`src/hdl/trap_pkg.sv`:
```
/*
 Shared constants and carrier types for the I/O trap NMI unit.
 Assumes a single clock domain and an AXI4-Lite register slave.
*/
package trap_pkg;

  // ----------------------------------------------------------------
  // Register indices and address width
  // ----------------------------------------------------------------
  localparam logic [7:0]  IDX_STATUS    = 8'h19;
  localparam logic [7:0]  IDX_P1_LOW    = 8'h1a;
  localparam logic [7:0]  IDX_P1_HIGH   = 8'h1b;
  localparam logic [7:0]  IDX_P2_LOW    = 8'h1c;
  localparam logic [7:0]  IDX_P2_HIGH   = 8'h1d;
  localparam logic [7:0]  IDX_P3_LOW    = 8'h1e;
  localparam logic [7:0]  IDX_P3_HIGH   = 8'h1f;
  localparam logic [7:0]  IDX_NMI_MASK  = 8'hc4;
  localparam logic [7:0]  IDX_IRQ_STAT  = 8'h40;
  localparam logic [7:0]  IDX_IRQ_EN    = 8'h41;
  localparam logic [7:0]  IDX_IRQ_CLR   = 8'h42;
  localparam logic [7:0]  IDX_LATCH_SRC = 8'h43;
  localparam int          ADDR_W        = 12;

  // ----------------------------------------------------------------
  // Field positions, reset values and AXI response codes
  // ----------------------------------------------------------------
  localparam int          MODE_POS      = 6;
  localparam int          SIZE_POS      = 4;
  localparam int          ALIAS_POS     = 3;
  localparam int          SEL_POS       = 2;
  localparam int          KBD_POS       = 1;
  localparam int          PMU_POS       = 0;
  localparam logic [7:0]  LOW_RESET     = 8'h00;
  localparam logic [7:0]  HIGH_RESET    = 8'h00;
  localparam logic [1:0]  SEL_NONE      = 2'h0;
  localparam logic [1:0]  AXI_OKAY      = 2'h0;
  localparam logic [1:0]  AXI_SLVERR    = 2'h2;

  // Trap mode encodings
  localparam logic [1:0]  MODE_OFF      = 2'h0;
  localparam logic [1:0]  MODE_RD       = 2'h1;
  localparam logic [1:0]  MODE_WR       = 2'h2;
  localparam logic [1:0]  MODE_RW       = 2'h3;

  // Interrupt status bit layout
  localparam int          EV_TRAP1      = 0;
  localparam int          EV_TRAP2      = 1;
  localparam int          EV_TRAP3      = 2;
  localparam int          EV_KBD        = 3;
  localparam int          EV_PMU        = 4;
  localparam int          EV_W          = 5;

  // One trap window configuration
  typedef struct packed {
    logic [1:0] mode;
    logic [1:0] size;
    logic       alias_en;
    logic [9:0] addr;
  } window_cfg_t;

  // One observed ISA I/O cycle
  typedef struct packed {
    logic        valid;
    logic        is_write;
    logic [15:0] addr;
  } io_cycle_t;

  // Memory mapping selection
  typedef enum logic [0:0] {
    MAP_NORMAL = 1'b0,
    MAP_ROM    = 1'b1
  } map_state_t;

endpackage : trap_pkg

```
`src/hdl/trap_window.sv`:
```
/*
 One trap window comparator: matches an I/O cycle against a window.
 Assumes the cycle and configuration are stable in the same clock.
*/
`timescale 1ns/1ps
module trap_window (
  // Configuration and observed cycle
  input  wire trap_pkg::window_cfg_t cfg,
  input  wire trap_pkg::io_cycle_t   cyc,
  // Result
  output logic                       hit
);

  logic [9:0] mask;
  logic       addr_ok;
  logic       high_ok;
  logic       kind_ok;

  // Size field picks how many low bits are ignored
  always_comb begin
    case (cfg.size)
      2'h0:    mask = 10'h3fe;
      2'h1:    mask = 10'h3fc;
      2'h2:    mask = 10'h3f8;
      2'h3:    mask = 10'h3f0;
      default: mask = 10'h3fe;
    endcase
  end

  // Compare the low ten lines, upper lines only without aliasing
  assign addr_ok = ((cyc.addr[9:0] ^ cfg.addr) & mask) == 10'h000;
  assign high_ok = cfg.alias_en | (cyc.addr[15:10] == 6'h00);

  // Cycle direction against the trap mode
  always_comb begin
    case (cfg.mode)
      trap_pkg::MODE_RD: kind_ok = !cyc.is_write;
      trap_pkg::MODE_WR: kind_ok = cyc.is_write;
      trap_pkg::MODE_RW: kind_ok = 1'b1;
      default:           kind_ok = 1'b0;
    endcase
  end

  assign hit = cyc.valid & kind_ok & addr_ok & high_ok;

endmodule : trap_window

```
`src/hdl/io_trap_nmi_unit.sv`:
```
/*
 I/O trap NMI unit: three port windows raise an NMI on trapped cycles.
 Assumes CPU I/O cycle strobes and NMI sources arrive on aclk.
*/
// Decided for this implementation: the AXI4-Lite register port.
// What this block does
// Status bits 3:2 report pending trap: 0 none, 1..3 window number.
// Writing status with a window code clears only that pending trap.
// Raising an NMI latches a four-bit value into status bits 7:4.
// Servicing any NMI switches mapping so the vector comes from ROM.
// Reading the NMI mask register restores the pre-NMI memory mapping.
// Each window holds a ten-bit address, low byte plus two bits; reset zero.
// Mode field: off, trap reads, trap writes, or trap both.
// Size field selects 2, 4, 8 or 16 byte window.
// Without aliasing, address lines 15:10 must all be zero to match.
// With aliasing, only lines 9:0 are compared.
// Three windows at register pairs 1a/1b, 1c/1d, 1e/1f.
// Larger windows ignore the low bits they cover, aligned to size.
// Status shows keyboard and power management NMI source flags.
`timescale 1ns/1ps
module io_trap_nmi_unit (
  // Clock, reset, enable
  input  wire logic        aclk,
  input  wire logic        aresetn,
  input  wire logic        clk_en,
  // AXI4-Lite write address and data
  input  wire logic [11:0] s_axi_awaddr,
  input  wire logic        s_axi_awvalid,
  output logic             s_axi_awready,
  input  wire logic [31:0] s_axi_wdata,
  input  wire logic [3:0]  s_axi_wstrb,
  input  wire logic        s_axi_wvalid,
  output logic             s_axi_wready,
  // AXI4-Lite write response
  output logic [1:0]       s_axi_bresp,
  output logic             s_axi_bvalid,
  input  wire logic        s_axi_bready,
  // AXI4-Lite read
  input  wire logic [11:0] s_axi_araddr,
  input  wire logic        s_axi_arvalid,
  output logic             s_axi_arready,
  output logic [31:0]      s_axi_rdata,
  output logic [1:0]       s_axi_rresp,
  output logic             s_axi_rvalid,
  input  wire logic        s_axi_rready,
  // CPU I/O cycle, one-cycle strobe
  input  wire logic        io_strobe,
  input  wire logic        io_write,
  input  wire logic [15:0] io_addr,
  // Other NMI sources, one-cycle pulses, and the nibble to latch
  input  wire logic        kbd_nmi_event,
  input  wire logic        pmu_nmi_event,
  input  wire logic [3:0]  nmi_latch_data,
  // NMI, mapping and interrupt request
  output logic             nmi,
  output logic             rom_vector_map,
  output logic             irq
);

  // ----------------------------------------------------------------
  // Register storage
  // ----------------------------------------------------------------
  logic [7:0]  low_addr [3];
  logic [7:0]  high_ctrl [3];
  logic [1:0]  pending_sel;
  logic        keyboard_source_flag;
  logic        power_mgmt_source_flag;
  logic [3:0]  latched_nibble;
  logic        nmi_active;
  trap_pkg::map_state_t map_state;
  localparam int EV_W_L = trap_pkg::EV_W;
  logic [EV_W_L-1:0] irq_status;
  logic [EV_W_L-1:0] irq_enable;

  trap_pkg::window_cfg_t cfg [3];
  trap_pkg::io_cycle_t   cyc;
  logic [2:0]            hit;
  logic [1:0]            next_sel;

  // ----------------------------------------------------------------
  // Trap windows
  // ----------------------------------------------------------------
  assign cyc.valid    = io_strobe;
  assign cyc.is_write = io_write;
  assign cyc.addr     = io_addr;

  for (genvar i = 0; i < 3; i++) begin : g_win
    // Unpack each register pair into a window configuration
    assign cfg[i].mode     = high_ctrl[i][trap_pkg::MODE_POS +: 2];
    assign cfg[i].size     = high_ctrl[i][trap_pkg::SIZE_POS +: 2];
    assign cfg[i].alias_en = high_ctrl[i][trap_pkg::ALIAS_POS];
    assign cfg[i].addr     = {high_ctrl[i][1:0], low_addr[i]};
    trap_window u_win (
      .cfg (cfg[i]),
      .cyc (cyc),
      .hit (hit[i])
    );
  end

  // Lowest numbered window wins on overlap
  always_comb begin
    if (hit[0]) begin
      next_sel = 2'h1;
    end else if (hit[1]) begin
      next_sel = 2'h2;
    end else if (hit[2]) begin
      next_sel = 2'h3;
    end else begin
      next_sel = trap_pkg::SEL_NONE;
    end
  end

  // ----------------------------------------------------------------
  // AXI4-Lite slave
  // ----------------------------------------------------------------
  logic        aw_held;
  logic        w_held;
  logic [9:0]  aw_idx;
  logic [31:0] wdata_q;
  logic [3:0]  wstrb_q;
  logic        wr_fire;
  logic        rd_fire;
  logic        wr_mapped;
  logic        rd_mapped;
  logic [7:0]  wr_idx;
  logic [7:0]  rd_idx;
  logic [7:0]  wbyte;
  logic [7:0]  rd_val;
  logic        status_wr;
  logic        mask_rd;
  logic        wr_ok;

  assign s_axi_awready = !aw_held && !s_axi_bvalid;
  assign s_axi_wready  = !w_held && !s_axi_bvalid;
  assign s_axi_arready = !s_axi_rvalid;
  assign wr_fire  = aw_held && w_held && !s_axi_bvalid;
  assign rd_fire  = s_axi_arvalid && s_axi_arready;
  assign wr_idx   = aw_idx[7:0];
  assign rd_idx   = s_axi_araddr[9:2];
  assign wbyte    = wdata_q[7:0];
  assign wr_mapped = (aw_idx[9:8] == 2'h0) && (wr_idx == trap_pkg::IDX_STATUS ||
                     (wr_idx >= trap_pkg::IDX_P1_LOW && wr_idx <= trap_pkg::IDX_P3_HIGH) ||
                     wr_idx == trap_pkg::IDX_IRQ_EN || wr_idx == trap_pkg::IDX_IRQ_CLR);
  assign wr_ok     = clk_en && wr_fire && wstrb_q[0] && aw_idx[9:8] == 2'h0;  // Mapped page only
  assign status_wr = wr_ok && wr_idx == trap_pkg::IDX_STATUS;
  assign mask_rd   = clk_en && rd_fire && s_axi_araddr[11:10] == 2'h0 &&
                     rd_idx == trap_pkg::IDX_NMI_MASK;

  // Capture write address and data in either order
  always_ff @(posedge aclk) begin
    if (!aresetn) begin
      aw_held <= 1'b0;
      w_held  <= 1'b0;
      aw_idx  <= 10'h000;
      wdata_q <= 32'h0000_0000;
      wstrb_q <= 4'h0;
    end else if (clk_en) begin
      if (s_axi_awvalid && s_axi_awready) begin
        aw_held <= 1'b1;
        aw_idx  <= s_axi_awaddr[11:2];
      end else if (wr_fire) begin
        aw_held <= 1'b0;
      end
      if (s_axi_wvalid && s_axi_wready) begin
        w_held  <= 1'b1;
        wdata_q <= s_axi_wdata;
        wstrb_q <= s_axi_wstrb;
      end else if (wr_fire) begin
        w_held <= 1'b0;
      end
    end
  end

  // Write response
  always_ff @(posedge aclk) begin
    if (!aresetn) begin
      s_axi_bvalid <= 1'b0;
      s_axi_bresp  <= trap_pkg::AXI_OKAY;
    end else if (clk_en) begin
      if (wr_fire) begin
        s_axi_bvalid <= 1'b1;
        s_axi_bresp  <= wr_mapped ? trap_pkg::AXI_OKAY : trap_pkg::AXI_SLVERR;
      end else if (s_axi_bready) begin
        s_axi_bvalid <= 1'b0;
      end
    end
  end

  // Read mux
  always_comb begin
    case (rd_idx)
      trap_pkg::IDX_STATUS:    rd_val = {latched_nibble, pending_sel,
                                         keyboard_source_flag, power_mgmt_source_flag};
      trap_pkg::IDX_P1_LOW:    rd_val = low_addr[0];
      trap_pkg::IDX_P1_HIGH:   rd_val = high_ctrl[0];
      trap_pkg::IDX_P2_LOW:    rd_val = low_addr[1];
      trap_pkg::IDX_P2_HIGH:   rd_val = high_ctrl[1];
      trap_pkg::IDX_P3_LOW:    rd_val = low_addr[2];
      trap_pkg::IDX_P3_HIGH:   rd_val = high_ctrl[2];
      trap_pkg::IDX_NMI_MASK:  rd_val = {7'h00, nmi_active};
      trap_pkg::IDX_IRQ_STAT:  rd_val = {3'h0, irq_status};
      trap_pkg::IDX_IRQ_EN:    rd_val = {3'h0, irq_enable};
      default:                 rd_val = 8'h00;
    endcase
  end
  assign rd_mapped = s_axi_araddr[11:10] == 2'h0 &&
                     (rd_idx == trap_pkg::IDX_STATUS || rd_idx == trap_pkg::IDX_NMI_MASK ||
                     (rd_idx >= trap_pkg::IDX_P1_LOW && rd_idx <= trap_pkg::IDX_P3_HIGH) ||
                     rd_idx == trap_pkg::IDX_IRQ_STAT || rd_idx == trap_pkg::IDX_IRQ_EN);

  // Read data channel, registered
  always_ff @(posedge aclk) begin
    if (!aresetn) begin
      s_axi_rvalid <= 1'b0;
      s_axi_rdata  <= 32'h0000_0000;
      s_axi_rresp  <= trap_pkg::AXI_OKAY;
    end else if (clk_en) begin
      if (rd_fire) begin
        s_axi_rvalid <= 1'b1;
        s_axi_rdata  <= {24'h00_0000, rd_mapped ? rd_val : 8'h00};
        s_axi_rresp  <= rd_mapped ? trap_pkg::AXI_OKAY : trap_pkg::AXI_SLVERR;
      end else if (s_axi_rready) begin
        s_axi_rvalid <= 1'b0;
      end
    end
  end

  // ----------------------------------------------------------------
  // Window registers
  // ----------------------------------------------------------------
  always_ff @(posedge aclk) begin
    if (!aresetn) begin
      for (int i = 0; i < 3; i++) begin
        low_addr[i]  <= trap_pkg::LOW_RESET;
        high_ctrl[i] <= trap_pkg::HIGH_RESET;
      end
    end else if (wr_ok) begin
      for (int i = 0; i < 3; i++) begin
        if (wr_idx == trap_pkg::IDX_P1_LOW + 8'(2 * i)) begin
          low_addr[i] <= wbyte;
        end
        if (wr_idx == trap_pkg::IDX_P1_HIGH + 8'(2 * i)) begin
          high_ctrl[i] <= {wbyte[7:3], 1'b0, wbyte[1:0]};
        end
      end
    end
  end

  // ----------------------------------------------------------------
  // NMI status and source flags
  // ----------------------------------------------------------------
  logic trap_ev;
  logic any_ev;
  assign trap_ev = clk_en && next_sel != trap_pkg::SEL_NONE;
  assign any_ev  = trap_ev || (clk_en && (kbd_nmi_event || pmu_nmi_event));

  // Pending selector: new trap wins over a same-cycle clear
  always_ff @(posedge aclk) begin
    if (!aresetn) begin
      pending_sel <= trap_pkg::SEL_NONE;
    end else if (trap_ev) begin
      pending_sel <= next_sel;
    end else if (status_wr && wbyte[trap_pkg::SEL_POS +: 2] == pending_sel) begin
      pending_sel <= trap_pkg::SEL_NONE;
    end
  end

  // Source flags, cleared when status is written with the bit set
  always_ff @(posedge aclk) begin
    if (!aresetn) begin
      keyboard_source_flag   <= 1'b0;
      power_mgmt_source_flag <= 1'b0;
    end else if (clk_en) begin
      if (kbd_nmi_event) begin
        keyboard_source_flag <= 1'b1;
      end else if (status_wr && wbyte[trap_pkg::KBD_POS]) begin
        keyboard_source_flag <= 1'b0;
      end
      if (pmu_nmi_event) begin
        power_mgmt_source_flag <= 1'b1;
      end else if (status_wr && wbyte[trap_pkg::PMU_POS]) begin
        power_mgmt_source_flag <= 1'b0;
      end
    end
  end

  // Upper nibble: latched on every NMI, not reset
  always_ff @(posedge aclk) begin
    if (any_ev) begin
      latched_nibble <= nmi_latch_data;
    end
  end

  // ----------------------------------------------------------------
  // NMI line and memory mapping
  // ----------------------------------------------------------------
  always_ff @(posedge aclk) begin
    if (!aresetn) begin
      nmi_active <= 1'b0;
      map_state  <= trap_pkg::MAP_NORMAL;
    end else if (any_ev) begin
      nmi_active <= 1'b1;
      map_state  <= trap_pkg::MAP_ROM;
    end else if (mask_rd) begin
      nmi_active <= 1'b0;
      map_state  <= trap_pkg::MAP_NORMAL;
    end
  end
  assign nmi            = nmi_active;
  assign rom_vector_map = map_state == trap_pkg::MAP_ROM;

  // ----------------------------------------------------------------
  // Interrupt status, enable and clear
  // ----------------------------------------------------------------
  logic [EV_W_L-1:0] ev_vec;
  logic [EV_W_L-1:0] clr_vec;
  assign ev_vec  = clk_en ? {pmu_nmi_event, kbd_nmi_event, hit & {3{next_sel != 2'h0}}}
                          : '0;
  assign clr_vec = (wr_ok && wr_idx == trap_pkg::IDX_IRQ_CLR)
                   ? wbyte[EV_W_L-1:0] : '0;

  // Sticky status: set wins over clear
  always_ff @(posedge aclk) begin
    if (!aresetn) begin
      irq_status <= '0;
    end else begin
      irq_status <= (irq_status & ~clr_vec) | ev_vec;
    end
  end

  always_ff @(posedge aclk) begin
    if (!aresetn) begin
      irq_enable <= '0;
    end else if (wr_ok && wr_idx == trap_pkg::IDX_IRQ_EN) begin
      irq_enable <= wbyte[EV_W_L-1:0];
    end
  end
  assign irq = |(irq_status & irq_enable);

  // ----------------------------------------------------------------
  // Checks
  // ----------------------------------------------------------------
  a_trap_sets_sel: assert property (@(posedge aclk) disable iff (!aresetn)
    trap_ev |=> pending_sel == $past(next_sel))
    else $error("pending selector not loaded on trap");
  a_clear_own_sel: assert property (@(posedge aclk) disable iff (!aresetn)
    (status_wr && !trap_ev && wbyte[3:2] != pending_sel) |=> $stable(pending_sel))
    else $error("pending selector cleared by wrong code");
  a_nibble_latch: assert property (@(posedge aclk) disable iff (!aresetn)
    any_ev |=> latched_nibble == $past(nmi_latch_data))
    else $error("nibble not latched on NMI");
  a_rom_on_nmi: assert property (@(posedge aclk) disable iff (!aresetn)
    any_ev |=> nmi && rom_vector_map)
    else $error("NMI without ROM mapping");
  a_mask_restore: assert property (@(posedge aclk) disable iff (!aresetn)
    (mask_rd && !any_ev) |=> !rom_vector_map && !nmi)
    else $error("mask read did not restore mapping");
  a_mode_off: assert property (@(posedge aclk) disable iff (!aresetn)
    (high_ctrl[0][7:6] == 2'h0) |-> !hit[0])
    else $error("disabled window matched");
  a_no_alias_high: assert property (@(posedge aclk) disable iff (!aresetn)
    (hit[1] && !high_ctrl[1][3]) |-> io_addr[15:10] == 6'h00)
    else $error("unaliased window matched high address");
  a_size_align: assert property (@(posedge aclk) disable iff (!aresetn)
    (hit[2] && high_ctrl[2][5:4] == 2'h3) |-> io_addr[9:4] == {high_ctrl[2][1:0], low_addr[2][7:4]})
    else $error("sixteen byte window misaligned");

endmodule : io_trap_nmi_unit

```
`config.mk`:
```
export PLATFORM = sky130hd
export DESIGN_NAME = io_trap_nmi_unit
export DESIGN_NICKNAME = d
export VERILOG_FILES = /design/src/hdl/trap_pkg.sv /design/src/hdl/trap_window.sv /design/src/hdl/io_trap_nmi_unit.sv
export SDC_FILE = /design/constraint.sdc
export NUM_CORES = 1
export LEC_CHECK = 0
export ABC_AREA = 1
export BUFFER_PORTS_ARGS = -buffer_cell sky130_fd_sc_hd__buf_2
export CAP_MARGIN = 30
export CORE_AREA = 2 2 118 178
export DETAILED_ROUTE_END_ITERATION = 6
export DIE_AREA = 0 0 120 180
export PLACE_DENSITY = 0.44
export SLEW_MARGIN = 0
export SYNTH_ARGS = -nofsm -noshare
export SYNTH_HDL_FRONTEND = slang
export SYNTH_SLANG_ARGS = --single-unit
```
`constraint.sdc`:
```
create_clock -name aclk -period 1.99 [get_ports aclk]
set_input_delay 0.0995 -clock aclk [delete_from_list [all_inputs] [get_ports aclk]]
set_output_delay 0.0995 -clock aclk [all_outputs]
set_load 0.05 [all_outputs]
```
Yosys cells after proc, flatten, opt, wreduce, memory -nomap -nowiden

Memory sizes are Yosys's and may differ from the RTL's.
Index checks and enable logic that the tools add are counted.

Add/subtract/negate cells: 0
Multiply operators: 0
Div/mod/pow operators: 0
$lt $le $gt $ge: 4
Eq/ne operators: 38
Shifts and indexed selects: 0
Muxes and demuxes: 61
Bitwise logic cells: 29
Reduce and logical (&&, ||, !) cells: 68

Operators by type and width:

| operator           | number |
|---|---|
| $pmux 10 s4        | 3 |
| $eq 8x5->1 const B | 14 |
| $pmux 8 s10        | 1 |
| $mux 1             | 38 |
| $eq 8x7->1 const B | 4 |
| $mux 8             | 4 |
| $and 10x10->10     | 3 |
| $logic_not 10->1   | 3 |
| $xor 10x10->10     | 3 |
| $logic_and 1x1->1  | 25 |
| $eq 2x2->1 const B | 12 |
| $mux 7             | 3 |
| $reduce_and 2->1   | 10 |
| $reduce_bool 2->1  | 9 |
| $ge 8x5->1 const B | 2 |
| $le 8x5->1 const B | 2 |
| $mux 2             | 7 |
| $eq 2x1->1 const B | 6 |
| $and 5x5->5        | 2 |
| $logic_not 2->1    | 5 |
| $mux 5             | 2 |
| $and 1x1->1        | 9 |
| $logic_or 1x1->1   | 9 |
| $or 1x1->1         | 9 |
| 9 further kinds    | 15 |

Bits in registers: 54
Bits in latches: 0
Memory bits (writable): 45
ROM bits: 0
Output and inout port bits: 44
Word-level logic and storage cells: 219
Memories kept: 2

Memories:

| name      | depth | bits a word | read ports | clocked after Yosys merged registers in | write ports | RTL line               | source |
|---|---|---|---|---|---|---|---|
| low_addr  | 3     | 8           | 3          | 0                                       | 3           | io_trap_nmi_unit.sv:63 | `logic [7:0] low_addr [3];` |
| high_ctrl | 3     | 7           | 3          | 0                                       | 3           | io_trap_nmi_unit.sv:64 | `logic [7:0] high_ctrl [3];` |

Logic depth before layout (Yosys ltp)

Gate-level depths: netlist of the first run.
An unclocked memory read counts as a cell.

Depth after elaboration: 14
Mapped depth: 12

Hierarchy

From an unflattened synthesis of the first run, not the netlist that was laid out.

Cells, all modules: 722
Area, all modules: 5266.3 sq um

By module, submodules not included:

| module           | instances | cells each | area an instance (sq um) | seq. area each (sq um) |
|---|---|---|---|---|
| io_trap_nmi_unit | 1         | 539        | 4534.3                   | 2432.3 |
| trap_window      | 3         | 61         | 244.0                    | 0.0 |

Worst setup path after synthesis of the first run

OpenSTA, ideal clock, no wires.

Kind: register to register
From: register s_axi_bvalid
To: memory low_addr[0][0] (enable)
Setup time: 398 ps
Arrival: 1904 ps
Slack: -312 ps
Cell stages (with the launch flop): 6
Period minus slack after synthesis: 2302 ps
Path through: dfxtp_1 inv_1 nand3_1 nor2_4 nand4_4 o41ai_1

RTL lines:

| what                     | RTL line                | source |
|---|---|---|
| start: declaration       | io_trap_nmi_unit.sv:36  | `output logic s_axi_bvalid,` |
| start signal: assignment | io_trap_nmi_unit.sv:177 | `s_axi_bvalid <= 1'b0;` |
| start signal: assignment | io_trap_nmi_unit.sv:181 | `s_axi_bvalid <= 1'b1;` |
| start signal: assignment | io_trap_nmi_unit.sv:184 | `s_axi_bvalid <= 1'b0;` |
| end: declaration         | io_trap_nmi_unit.sv:63  |  |

==> results of run 1 <==
==> routing by layer <==
layer / part of all wire / wire length [um] / track usage / vias up
met2: 0.51 / 8448 / 0.2820 / 137
met4: 0.050 / 822 / 0.08847 / 0
met3: 0.036 / 597 / 0.01523 / 30
li1: - / - / - / 2438
met5: 0 / 0 / 0 / -
met1: 0.40 / 6705 / 0.1718 / 2107
==> sequential cells by signal (all words and copies together), names as in the netlist, 2 cells and up <==
signal	flops
latched_nibble	4
wdata_q	8
aw_idx	10
s_axi_rdata	8
irq_status	5
low_addr	24
irq_enable	5
pending_sel	2
high_ctrl	21
==> worst min-delay path: cells and delay by family <==
| family | cells | cell delay (ps) |
|---|---|---|
| buffers and inverters | 1 | 70 |
| AO/OA/AOI/OAI | 1 | 70 |
| AND/OR/NAND/NOR | 1 | 80 |
==> timing repair <==
action | 4_1_cts | 5_1_grt
buffers inserted | 0 | 0
hold buffers | 4 | 0
setup endpoints to repair | 0 | 7
endpoints found under the hold margin | 4 | 0
resized for setup | 0 | 1
==> synthesized netlist by cell type <==
library cell / instances / share of area
a21boi_0: 2 / 0.0028
nand2_1: 179 / 0.13
o21ai_2: 1 / 0.0016
clkbuf_1: 10 / 0.0070
clkbuf_2: 1 / 0.00094
edfxtp_1: 49 / 0.28
buf_4: 28 / 0.039
a21oi_2: 8 / 0.013
o22ai_1: 2 / 0.0023
nand3b_1: 5 / 0.0070
nand4_4: 1 / 0.0040
o21ai_1: 2 / 0.0019
nor3_1: 3 / 0.0028
xnor2_1: 3 / 0.0049
o21ai_0: 44 / 0.041
a31oi_1: 2 / 0.0023
o41ai_1: 1 / 0.0016
inv_1: 72 / 0.051
o2111ai_1: 1 / 0.0016
nor2_1: 93 / 0.065
buf_6: 1 / 0.0021
nor2_2: 11 / 0.013
clkinv_2: 1 / 0.00094
xor2_1: 3 / 0.0049
or2_2: 6 / 0.0070
o211ai_1: 2 / 0.0028
a21oi_1: 42 / 0.039
nand3_1: 50 / 0.047
a221o_1: 1 / 0.0019
o211ai_2: 1 / 0.0023
nand4_1: 9 / 0.011
a21boi_4: 1 / 0.0035
o2bb2ai_1: 1 / 0.0016
o311ai_0: 1 / 0.0016
nand2_2: 5 / 0.0059
nor2_4: 4 / 0.0084
dfxtp_1: 48 / 0.18
nand3_2: 3 / 0.0056
clkinv_1: 1 / 0.00070
mux2i_1: 1 / 0.0019
conb_1: 1 / 0.00070
inv_2: 9 / 0.0063
==> power by group through the flow <==
stage / sequential, mW / combinational (mW) / clock [mW]
final: 2.23 / 0.606 / 1.65
after global routing: 2.24 / 0.672 / 1.78
after CTS: 2.23 / 0.613 / 1.70
after detailed placement: 2.28 / 0.606 / 0
after global placement: 2.27 / 0.606 / 0
after floorplan: 2.27 / 0.438 / 0
==> metrics by stage <==
stage          std cells  total power, mW
3_3_place_gp        1049            2.881
3_5_place_dp        1049            2.881
5_1_grt             1069            4.689
6_report            1069            4.482
2_1_floorplan        734            2.707
4_1_cts             1069            4.539
==> worst max path at each step <==
stage	from	to	slack [ps]
2_1_floorplan	s_axi_bvalid	low_addr[0][10]	-210
3_3_place_gp	aw_held	high_ctrl[0][12]	150
3_5_place_dp	w_held	high_ctrl[0][8]	140
4_1_cts	w_held	high_ctrl[0][7]	110
5_1_grt	low_addr[0][22]	latched_nibble[0]	50
6_report	high_ctrl[0][15]	latched_nibble[1]	170
==> layout make-up <==
cell class                      instances  area [sq um]  area share
Sequential cell                        97          2432      0.3837
Inverter                               83         312.8     0.04935
Clock inverter                          6         46.29    0.007304
Timing Repair Buffer                   95         543.0     0.08567
Multi-Input combinational cell        514          2435      0.3841
Tap cell                              264         330.3     0.05211
Clock buffer                           10         239.0     0.03770
==> cells by family (layout without fill, tap and decap cells) <==
logic type      after synthesis  after routing  share of synthesized area
simple gates                369            369                     0.3022
buf+inv                     123            194                     0.1080
xor+xnor                      6              6                   0.009842
flops                        97             97                     0.4555
other cells                   1             26                  0.0007022
mux                           1              1                   0.001874
compound gates              112            112                     0.1218
==> metrics.yaml, run 1 <==
status: "finished, final reports clean"
finalClockSkew_ps: 11.75
syn_area_sq_um: 5340
p_switching_mw: 1.248
numCtsBuffers: 9
hold_end: "aw_idx[5]"
ir_worst_vdd_uv: 541.3
root_buffer: "clkbuf_16"
rsz0062_at_grt: "no"
stdcell_area_sq_um: 6339
area_delta_synth_final_pct: 18.70
placed_area_sq_um: 6011
leakage_nw: 2.749
synth_warnings: 0
vias_per_cell: 4.408
routabilityCongestion: 0.8749
p_seq_frac: 0.498
whs_path_depth: 3
die_height_um: 180
final_core_util: 0.3154
drt_iter0_drc: 239
core-area_sq_um: 20100
path_buf_inv: 0
ant_nets: 0
clk_pin_slew_ps: 70
drc: 0
critPathRequiredTime_ps: 2010
slowest_delay_ps: 510
cts_num_sinks: 97
worst_pin_slew_ps: 620.8
swShare: 0.2783
final_critical_path_setup_slack_ps: 171.4
powerDensity_nw_per_um2: 707.2
cp_top_family: "simple AND/OR/NAND/NOR gates"
clk_latency_ps: 340
first_pass_iters: 4
fin_crit_sh: 0.9139
fp.dieW_um: 120
fillers: 2253
crit_slowest_cell: "edfxtp_1"
hold_class: "input pin to register"
synth_cells: 709
avgSynthCellArea_sq_um: 7.532
finalHoldViolations: 0
ff2ff_path_depth: 6
critPathMaxFanout: 5
crit_arrival_ps: 1840
finalSetupViolCount: 0
die_area_sq_um: 21600
cp-start-kind: "register"
clk_path_buf_depth: 2
layout_common_cells: "nand2_1 (178), nor2_1 (93), buf_2 (77)"
mostFrequentLayoutCell: "nand2_1"
clkPwrFrac: 0.367
grt_pass1_wl_um: 25050
slew_headroom: 0.5850
reg2reg_slack_ps: 170
dp_hpwl_um: 13790
port_buffers: 77
grt_pass1_vias: 4579
hp-start: "s_axi_awaddr[7]"
dp_slack_ps: 140.5
synth-seq-cells: 97
timing.fmax_mhz: 549.9
grt_overflow: 0
std_cell_rows: 64
ys_seq_area_frac: 0.4555
end_kind: "register"
cts_tree: "built"
finalNetCount: 892
hold_ws_ps: 17.21
crit_chain: "nand2_1, nand2_1, nor2_1, nand3_1, nand3b_1, nand4_1"
drive_gt1_frac: 0.1988
cp_num_cells: 6
setup_tns_ps: 0
routed_wl_um: 16570
grt_max_degree: 22
synth_cell_type_count: 42
n_antenna_cell: 0
period_needed_ps: 1819
reg2reg_to: "latched_nibble[1]"
htreeDepth: 3
finalMaxSlewViolations: 0
num_io_pins: 136
p_int_mw: 3.235
initial_core_util: 0.2657
pwr-share-comb: 0.135
vias: 4712
r2r_start: "high_ctrl[0][15]"
grtUsageTotal: 0.1547
drv_cap: 0
wl_per_cell_um: 15.50
crit_path_frequent_cell: "nand2_1"
path_class: "register to register"
antenna_found_initial: 0
Power figures use the tool's default switching activity.
==> run 2, diff against run 1 <==
- PLACE_DENSITY: 0.44 -> 0.54
- REMOVE_ABC_BUFFERS: unset -> 1
==> metrics.yaml, run 2 (synthesized netlist as in run 1, its figures left out) <==
status: "finished, final reports clean"
grt_overflow: 0
hp-start: "s_axi_awaddr[9]"
p_seq_frac: 0.481
cts_tree: "built"
layout_common_cells: "nand2_1 (178), nor2_1 (93), buf_2 (77)"
area_delta_synth_final_pct: 19.03
core-area_sq_um: 20100
reg2reg_slack_ps: 190
swShare: 0.2875
final_critical_path_setup_slack_ps: 185.9
hold_class: "input pin to register"
grt_pass1_vias: 4735
hold_end: "aw_idx[7]"
p_int_mw: 3.306
finalClockSkew_ps: 17.94
numCtsBuffers: 9
finalNetCount: 893
path_class: "register to register"
cp-startpoint: "low_addr[0][5]"
finalMaxSlewViolations: 0
cp_top_family: "simple AND/OR/NAND/NOR gates"
period_needed_ps: 1804
path_buf_inv: 1
top_register: "low_addr"
fillers: 2160
vias: 4686
dp_slack_ps: 171.6
end_kind: "register"
routabilityCongestion: 0.9395
rsz0062_at_grt: "no"
ir_worst_vdd_uv: 380.1
fin_crit_sh: 0.9066
die_height_um: 180
pwr-share-comb: 0.131
mostFrequentLayoutCell: "nand2_1"
port_buffers: 77
clkPwrFrac: 0.388
crit_chain: "inv_1, nand2_1, nand2_1, nor2_1, nand3_1, nor2_1, nand3_1, nand4_1"
crit_arrival_ps: 1840
grt_pass1_wl_um: 25030
root_buffer: "clkbuf_16"
n_antenna_cell: 0
ff2ff_path_depth: 8
whs_path_depth: 3
drv_cap: 0
die_area_sq_um: 21600
first_pass_iters: 4
crit_slowest_cell: "edfxtp_1"
largest_register_ff_count: 24
cts_num_sinks: 97
num_io_pins: 136
drt_iter0_drc: 211
final_cells: 1070
p_switching_mw: 1.334
critPathMaxFanout: 5
critPathRequiredTime_ps: 2020
powerDensity_nw_per_um2: 729.9
antenna_found_initial: 0
grt_max_degree: 24
vias_per_cell: 4.379
clk_latency_ps: 350
initial_core_util: 0.2657
drc: 0
htreeDepth: 3
std_cell_rows: 64
drive_gt1_frac: 0.1973
fp.dieW_um: 120
finalSetupViolCount: 0
routed_wl_um: 16160
finalHoldViolations: 0
timing.fmax_mhz: 554.3
dpl.cell_count: 1049
clk_path_buf_depth: 2
reg2reg_to: "latched_nibble[3]"
dp_hpwl_um: 13580
r2r_start: "low_addr[0][5]"
cp-start-kind: "register"
leakage_nw: 2.755
slowest_delay_ps: 350
grtUsageTotal: 0.1532
clk_pin_slew_ps: 80
reg_top3: "low_addr: 24 flops, high_ctrl: 21 flops, aw_idx: 10 flops"
wl_per_cell_um: 15.11
ant_nets: 0
[run 2: metrics by stage]
| stage | hold WS, ps | utilization | area, sq um | TNS (ps) | total power, mW |
|---|---|---|---|---|---|
| detailed placement | 280.5 | 0.2981 | 5991 | 0 | 2.883 |
| finish | 7.624 | 0.3162 | 6356 | 0 | 4.639 |
| floorplan | 198.4 | - | 5170 | -12500 | 2.646 |
| global route | 32.66 | 0.3162 | 6356 | 0 | 4.838 |
| CTS | 0.4871 | 0.3161 | 6354 | 0 | 4.687 |
| global placement | 277.1 | 0.2981 | 5991 | 0 | 2.882 |
[run 2: worst max path at each step]
stage / end / slack, ps / cells past startpoint
finish: latched_nibble[3] / 190 / 8
global route: latched_nibble[3] / 70 / 7
CTS: high_ctrl[0][12] / 150 / 9
detailed placement: latched_nibble[1] / 170 / 7
global placement: latched_nibble[3] / 150 / 7
floorplan: low_addr[0][0] / -310 / 5
[run 2: power groups by stage]
stage                     clock (mW)  sequential [mW]  combinational (mW)
after floorplan                    0             2.28               0.369
final                           1.80             2.23               0.610
after global routing            1.92             2.24               0.675
after CTS                       1.84             2.23               0.616
after global placement             0             2.28               0.607
after detailed placement           0             2.27               0.608
[run 2: area by class of cell]
cell class                 instances  area (sq um)  share of cell area
multi-input combinational        514          2427              0.3819
tap                              264         330.3             0.05197
clock inverter                     6         62.56            0.009843
sequential                        97          2432              0.3827
timing repair buffer              96         540.5             0.08504
inverter                          83         312.8             0.04921
clock buffer                      10         250.2             0.03937
[run 2: timing repair]
item                       CTS  global route
setup endpoints to repair    0             7
hold buffers                 5             0
buffers inserted             0             0
hold endpoints to repair     5             0
resized for setup            0             1
[run 2: per-layer routing]
metal | share of wire | routed length [um] | vias to the layer above | global-route usage
met5 | 0 | 0 | - | 0
met4 | 0.080 | 1298 | 0 | 0.1266
met3 | 0.036 | 587 | 53 | 0.01904
met2 | 0.53 | 8566 | 137 | 0.2789
met1 | 0.35 | 5711 | 2063 | 0.1517
li1 | - | - | 2433 | -
[run 2: tightest hold or removal path: stages]
cell and delay [ps]:
buf_2 70, o21ai_0 70, nor2_1 80
